`src/verilog/cfg_crc_pkg.sv`:
```
// Purpose: shared constants and types for the config memory crc checker
// Assumes: single 25 MHz system clock, config memory read with 1 cycle latency
// Notes: check rate is clk_sys divided by a setting latched at load time
package cfg_crc_pkg;
	// system clock, in kHz
	localparam int CLK_KHZ = 25000;
	// slowest and fastest check clock, in kHz
	localparam int CHK_MIN_KHZ = 400;
	localparam int CHK_MAX_KHZ = 100000;
	// longest divide rounds down; fastest cannot beat clk_sys, so floor at 1
	localparam int DIV_MAX_INT = CLK_KHZ / CHK_MIN_KHZ;
	localparam int DIV_MIN_INT = (CLK_KHZ / CHK_MAX_KHZ) < 1 ? 1 :
		(CLK_KHZ / CHK_MAX_KHZ);
	localparam int DIV_W = 6;
	localparam logic [DIV_W-1:0] DIV_MAX = DIV_MAX_INT[DIV_W-1:0];
	localparam logic [DIV_W-1:0] DIV_MIN = DIV_MIN_INT[DIV_W-1:0];
	localparam logic [DIV_W-1:0] DIV_RST = DIV_MAX_INT[DIV_W-1:0];
	// configuration memory geometry
	localparam int ADDR_W = 8;
	localparam int DATA_W = 16;
	localparam logic [ADDR_W-1:0] ADDR_LAST = 8'hFF;
	localparam logic [ADDR_W-1:0] ADDR_RST = 8'h00;
	// crc definition
	localparam int CRC_W = 32;
	localparam logic [CRC_W-1:0] CRC_POLY = 32'h04C11DB7;
	localparam logic [CRC_W-1:0] CRC_INIT = 32'hFFFFFFFF;
	localparam logic [CRC_W-1:0] CRC_REF_RST = 32'h00000000;

	// load-time settings delivered with the configuration data
	typedef struct packed {
		logic enable;
		logic [DIV_W-1:0] div_sel;
		logic [CRC_W-1:0] ref_crc;
	} cfg_load_t;

	// scan sequencer states
	typedef enum logic [1:0] {
		ST_IDLE = 2'b00,
		ST_SCAN = 2'b01,
		ST_WAIT = 2'b10,
		ST_CMP = 2'b11
	} scan_state_t;
endpackage : cfg_crc_pkg

```
`src/verilog/crc_accum.sv`:
```
// Purpose: crc accumulator folding one memory word per update
// Assumes: clear and update never in the same cycle (clear wins)
// Notes: msb-first, non-reflected, no final xor
module crc_accum
	import cfg_crc_pkg::*;
(
	// clock and reset
	input wire logic clk_sys,
	input wire logic rst_n,
	// control
	input wire logic clear,
	input wire logic update,
	input wire logic [DATA_W-1:0] data,
	// running value
	output logic [CRC_W-1:0] crc_q
);
	// one word folded into the crc, bit by bit
	function automatic logic [CRC_W-1:0] crc_step(
		input logic [CRC_W-1:0] c,
		input logic [DATA_W-1:0] d
	);
		logic [CRC_W-1:0] r;
		r = c;
		for (int i = DATA_W - 1; i >= 0; i--) begin
			if (r[CRC_W-1] ^ d[i]) begin
				r = {r[CRC_W-2:0], 1'b0} ^ CRC_POLY;
			end else begin
				r = {r[CRC_W-2:0], 1'b0};
			end
		end
		return r;
	endfunction : crc_step

	// accumulator register
	always_ff @(posedge clk_sys) begin
		if (!rst_n || clear) begin
			crc_q <= CRC_INIT;
		end else if (update) begin
			crc_q <= crc_step(crc_q, data);
		end
	end
endmodule : crc_accum

```
`config.mk`:
```
export PLATFORM = sky130hd
export DESIGN_NAME = crc_accum
export DESIGN_NICKNAME = d
export VERILOG_FILES = /design/src/verilog/cfg_crc_pkg.sv /design/src/verilog/crc_accum.sv
export SDC_FILE = /design/constraint.sdc
export NUM_CORES = 1
export LEC_CHECK = 0
export CAP_MARGIN = 20
export CORE_ASPECT_RATIO = 0.6
export CORE_MARGIN = 1.5
export CORE_UTILIZATION = 57
export CTS_BUF_LIST = sky130_fd_sc_hd__clkbuf_8
export CTS_CLUSTER_SIZE = 16
export DETAILED_ROUTE_END_ITERATION = 12
export DONT_BUFFER_PORTS = 1
export GPL_TIMING_DRIVEN = 0
export HOLD_SLACK_MARGIN = 0.08
export PLACE_DENSITY_LB_ADDON = 0.15
export SYNTH_ARGS = -nofsm -noshare
export SYNTH_HDL_FRONTEND = slang
export SYNTH_SLANG_ARGS = --single-unit
```
`constraint.sdc`:
```
create_clock -name clk_sys -period 2.58 [get_ports clk_sys]
set_clock_uncertainty 0.2 [all_clocks]
set_input_delay 0 -clock clk_sys [delete_from_list [all_inputs] [get_ports clk_sys]]
set_output_delay 0 -clock clk_sys [all_outputs]
set_load 0.02 [all_outputs]
```
# Word-level counts from Yosys, hierarchy flattened
# Cells that the tools add are included.
[classes]
shift = 0
div = 0
muxes = 46
multipliers = 0
n_addsub = 0
n_lt_le_gt_ge = 0
n_reduce_logical = 2
bitwise = 32
eq_ne = 0
[op_table]
columns = ["cell", "n"]
rows = [
  ["$mux W32", 30],
  ["$mux W27", 16],
  ["$not A14 Y14", 16],
  ["$xor A1 B1 Y1", 16],
  ["$logic_not A1 Y1", 1],
  ["$logic_or A1 B1 Y1", 1],
]
[word_totals]
ramBits = 0
reg_bits = 32
mem_count = 0
wordCells = 81
out_inout_bits = 32
input_bits = 20
rom_bits = 0
latchBits = 0

# Longest topological paths before layout
[depth]
word_depth = 62
mapped_depth = 7
mapped_depth_nobuf = 7

# Least setup slack after synthesis
# OpenSTA, ideal clock, no wires.
[synth_timing]
kind = "flip-flop to flip-flop"
start = "register crc_q[24]"
end = "register crc_q[9]"
setup_time_ns = 0.136
setup_slack_ns = -0.273
period_less_slack_ns = 2.853
t_required_ns = 2.244
t_arrival_ns = 2.517
path_buffers = 0
stages_incl_launch_ff = 8
path_cell_list = "dfxtp_1 > xor2_2 > xnor3_2 > xnor2_2 > xnor2_2 > xnor3_2 > xnor2_1 > a21oi_1"
[synth_between]
elab_chain_len = 48
elab_cells_between_ends = 49
cone_classes = "mux: 41; bitwise: 8"
[synth_rtl]
columns = ["element", "line_no", "text"]
rows = [
  ["from (decl)", "crc_accum.sv:15", "output logic [CRC_W-1:0] crc_q"],
  ["from (signal assigned)", "crc_accum.sv:39", "crc_q <= crc_step(crc_q, data);"],
  ["$mux W27 *", "crc_accum.sv:25", "if (r[CRC_W-1] ^ d[i]) begin"],
  ["$mux W32 *", "crc_accum.sv:38", "end else if (update) begin"],
  ["$mux W32 *", "crc_accum.sv:36", "if (!rst_n || clear) begin"],
  ["$not A14 Y14 (no line)", "-", ""],
  ["$mux W27 *", "crc_accum.sv:25", ""],
  ["$mux W32 *", "crc_accum.sv:38", ""],
  ["$mux W32 *", "crc_accum.sv:36", ""],
  ["$mux W32 *", "crc_accum.sv:38", ""],
  ["(+32 left out)", "-", ""],
  ["$mux W27 *", "crc_accum.sv:25", ""],
  ["$mux W32 *", "crc_accum.sv:38", ""],
  ["$mux W32 *", "crc_accum.sv:36", ""],
  ["$not A14 Y14 (no line)", "-", ""],
  ["$mux W27 *", "crc_accum.sv:25", ""],
  ["$mux W32 *", "crc_accum.sv:38", ""],
  ["$mux W32 *", "crc_accum.sv:36", ""],
  ["$mux W27 *", "crc_accum.sv:25", ""],
]
# Mark *: on every way between the ends. The rest lies on a longest branch, timed or not. The select of a mux whose other input is x is not followed.
# A chain may end at the register's enable or synchronous reset.

# Worst setup path in the final report
[layout_timing]
start = "register crc_q[24]"
end = "register crc_q[12]"
[layout_between]
elab_chain_len = 49
elab_cells_between_ends = 50
cone_classes = "mux: 41; bitwise: 9"
[layout_rtl]
columns = ["element", "line_no"]
rows = [
  ["$mux W27 *", "crc_accum.sv:25"],
  ["$mux W32 *", "crc_accum.sv:38"],
  ["$mux W32 *", "crc_accum.sv:36"],
  ["$not A14 Y14 (no line)", "-"],
  ["$mux W27 *", "crc_accum.sv:25"],
  ["$mux W32 *", "crc_accum.sv:38"],
  ["$mux W32 *", "crc_accum.sv:36"],
  ["$mux W32 *", "crc_accum.sv:38"],
  ["(+33 left out)", "-"],
  ["$mux W32 *", "crc_accum.sv:38"],
  ["$mux W32 *", "crc_accum.sv:36"],
  ["$not A14 Y14 (no line)", "-"],
  ["$mux W27 *", "crc_accum.sv:25"],
  ["$mux W32 *", "crc_accum.sv:38"],
  ["$mux W32 *", "crc_accum.sv:36"],
  ["$not A14 Y14 (no line)", "-"],
  ["$mux W27 *", "crc_accum.sv:25"],
]
# Marks and branches as above.

==> impl_metrics.py <==
metrics = {
    "run_status": {
        "status": "complete, but fails checks",
        "failed_checks": "negative setup slack",
    },
    "floorplan": {
        "core_um2": 4610,
        "fp.dieH_um": 56.8,
        "start_util": 0.595,
        "num_io_pins": 52,
        "fp.dieW_um": 92.6,
        "die_area_um2": 5260,
        "rows": 19,
    },
    "detailed_routing": {
        "vias": 2047,
        "first_iter_violations": 150,
        "via_per_inst": 5.53,
        "routed_wl_mm": 7.54,
        "first_pass_iters": 4,
        "routedWlPerCell_um": 20.4,
        "antenna_left": 0,
        "route.detailed.drc": 0,
    },
    "global_route": {
        "grt_pass1_vias": 1963,
        "grt_pass1_wl_mm": 11.0,
        "grt_overflow": 0,
        "antenna_found_initial": 0,
        "grt_max_degree": 11,
        "grt.total_usage": 0.294,
    },
    "logic_synthesis": {
        "ys_ff_latch": 32,
        "synthMuxAreaShare": 0.0292,
        "syn_avg_cell_area_um2": 10.4,
        "synth-xor-area-share": 0.605,
        "synth_top_family_by_area": "XOR/XNOR gates",
        "synth_compound_area_frac": 0.0415,
        "syn_inst": 265,
        "synth_seq_area_share": 0.233,
        "synth_warnings": 0,
        "syn-cell-area_um2": 2750,
        "synthDistinctLibCells": 26,
        "synth-simple-area-share": 0.0756,
        "yosys.area_share.adder": 0,
        "synth.net_count": 285,
    },
    "layout": {
        "reg.largest.list": "crc_q (32)",
        "final_cell_area_um2": 3630,
        "final_common_cell": "xnor2_1",
        "area_delta_synth_final_pct": 32.3,
        "largest_reg_flops": 32,
        "final_cell_mix": "xnor2_1, buf_4, nor2_1",
        "nNetsFinal": 327,
        "fillCellCount": 286,
        "largest_register": "crc_q",
        "antennaDiodeCount": 0,
        "drive_above_1_share": 0.329,
    },
    "timing": {
        "worst_slew_pin_slew_ps": 838,
        "holdWs_ps": 112,
        "finalCriticalPeriod_ps": 2630,
        "fmax_mhz": 380,
        "maxSlewViolCount": 0,
        "max-slew-margin-rel": 0.441,
        "grt_setup_unrepaired": "true",
        "setup_viol": 4,
        "worst_slack_ps": -53.0,
        "hold_viol": 0,
        "finalSetupTns_ps": -127,
        "post-route-period-util": 1.02,
    },
    "critical_path": {
        "timing.rr.end": "crc_q[12]",
        "cp_max_fo": 4,
        "required_ps": 2530,
        "reg2regPathDepth": 7,
        "reg2reg_from": "crc_q[24]",
        "start_kind": "register",
        "critPathCaptureType": "register",
        "crit_type": "reg2reg",
        "r2r_slack_ps": -50,
        "critical_path_arrival_ps": 2580,
    },
    "clock_tree": {
        "htree_levels": 2,
        "clock_sinks": 32,
        "tritoncts": "built",
        "clk_pin_slew_ps": 80,
        "clockBufferDepth": 2,
        "cts_made_buffers": 5,
        "insertion_delay_ps": 290,
        "cts_root_buf": "clkbuf_8",
    },
    "placement": {
        "portBuffers": 0,
        "placed_area_um2": 2880,
        "dpl.hpwl_mm": 4.93,
        "gp_congestion": 0.880,
    },
    "min_path": {
        "min_from": "data[1]",
        "hold_path_depth": 6,
        "hold_end": "crc_q[17]",
        "hp-class": "in2reg",
    },
    "flow_run": {
        "drv_cap": 0,
    },
}
## cell type report
| type | count | area, µm² | area share |
|---|---|---|---|
| buffer | 8 | 37.5 | 0.0103 |
| clock buffer | 7 | 96.3 | 0.0265 |
| inverter | 1 | 3.75 | 0.00103 |
| multi-input combinational | 224 | 2450 | 0.674 |
| sequential | 32 | 671 | 0.185 |
| tap | 63 | 78.8 | 0.0217 |
| timing repair buffer | 35 | 297 | 0.0816 |
## cells in the mapped netlist (all sizes together)
cell type	instances	area [µm²]
a211o	1	8.76
a21oi	8	40.0
buf	3	15.0
clkbuf	5	22.5
dfxtp	32	641
inv	1	3.75
mux2i	8	80.1
nand2	14	52.6
nand2b	1	6.26
nand3b	1	7.51
nor2	24	90.1
nor2b	1	6.26
nor3	9	45.0
o21ai	13	65.1
xnor2	101	1000
xnor3	14	319
xor2	26	269
xor3	3	73.8
## kinds of logic (layout without fill, tap and decap cells)
| logic type | Yosys count | after routing |
|---|---|---|
| flops | 32 | 32 |
| xor+xnor | 144 | 144 |
| buf+inv | 9 | 51 |
| simple gates | 50 | 50 |
| mux | 8 | 8 |
| compound gates | 22 | 22 |
## routing by layer
layer	vias to the layer above	routed length, µm	GRT usage
li1	929	-	-
met1	991	3290	0.426
met2	111	3190	0.412
met3	16	871	0.100
met4	0	188	0.0866
met5	-	0	0
## worst max path at each step
stage              start         to  slack [ps]  depth (start not counted)
2_1_floorplan  crc_q[30]   crc_q[9]         -50                          7
3_3_place_gp   crc_q[30]   crc_q[9]        -400                          7
3_5_place_dp   crc_q[30]   crc_q[9]        -400                          7
4_1_cts        crc_q[29]   crc_q[9]         -70                          7
5_1_grt        crc_q[24]  crc_q[12]        -110                          7
6_report       crc_q[24]  crc_q[12]         -50                          7
## stage by stage
stage / setup slack [ps] / instances / util
after floorplan: -47.2 / 265 / -
after global placement: -398 / 328 / 0.625
after detailed placement: -401 / 328 / 0.625
after CTS: -74.3 / 362 / 0.754
after global routing: -106 / 370 / 0.788
final: -53.0 / 370 / 0.788
## critical path, cell delays in order (launching register included)
cell	delay, ps
dfxtp_4	420
xor2_4	200
xnor3_2	530
xnor2_4	240
xnor2_4	150
xnor3_2	490
xnor2_1	160
a21oi_1	80
## timing repair
action | CTS | global route
setup buffers | 20 | 8
hold buffers | 7 | 0
gates resized for setup | 41 | 15
setup endpoints to repair | 20 | 14
hold endpoints to repair | 32 | 0
pin swaps | 13 | 15
Power is left out: the tool's default activity adds up to more than one toggle a clock period on the data nets, which glitch-free logic cannot reach.
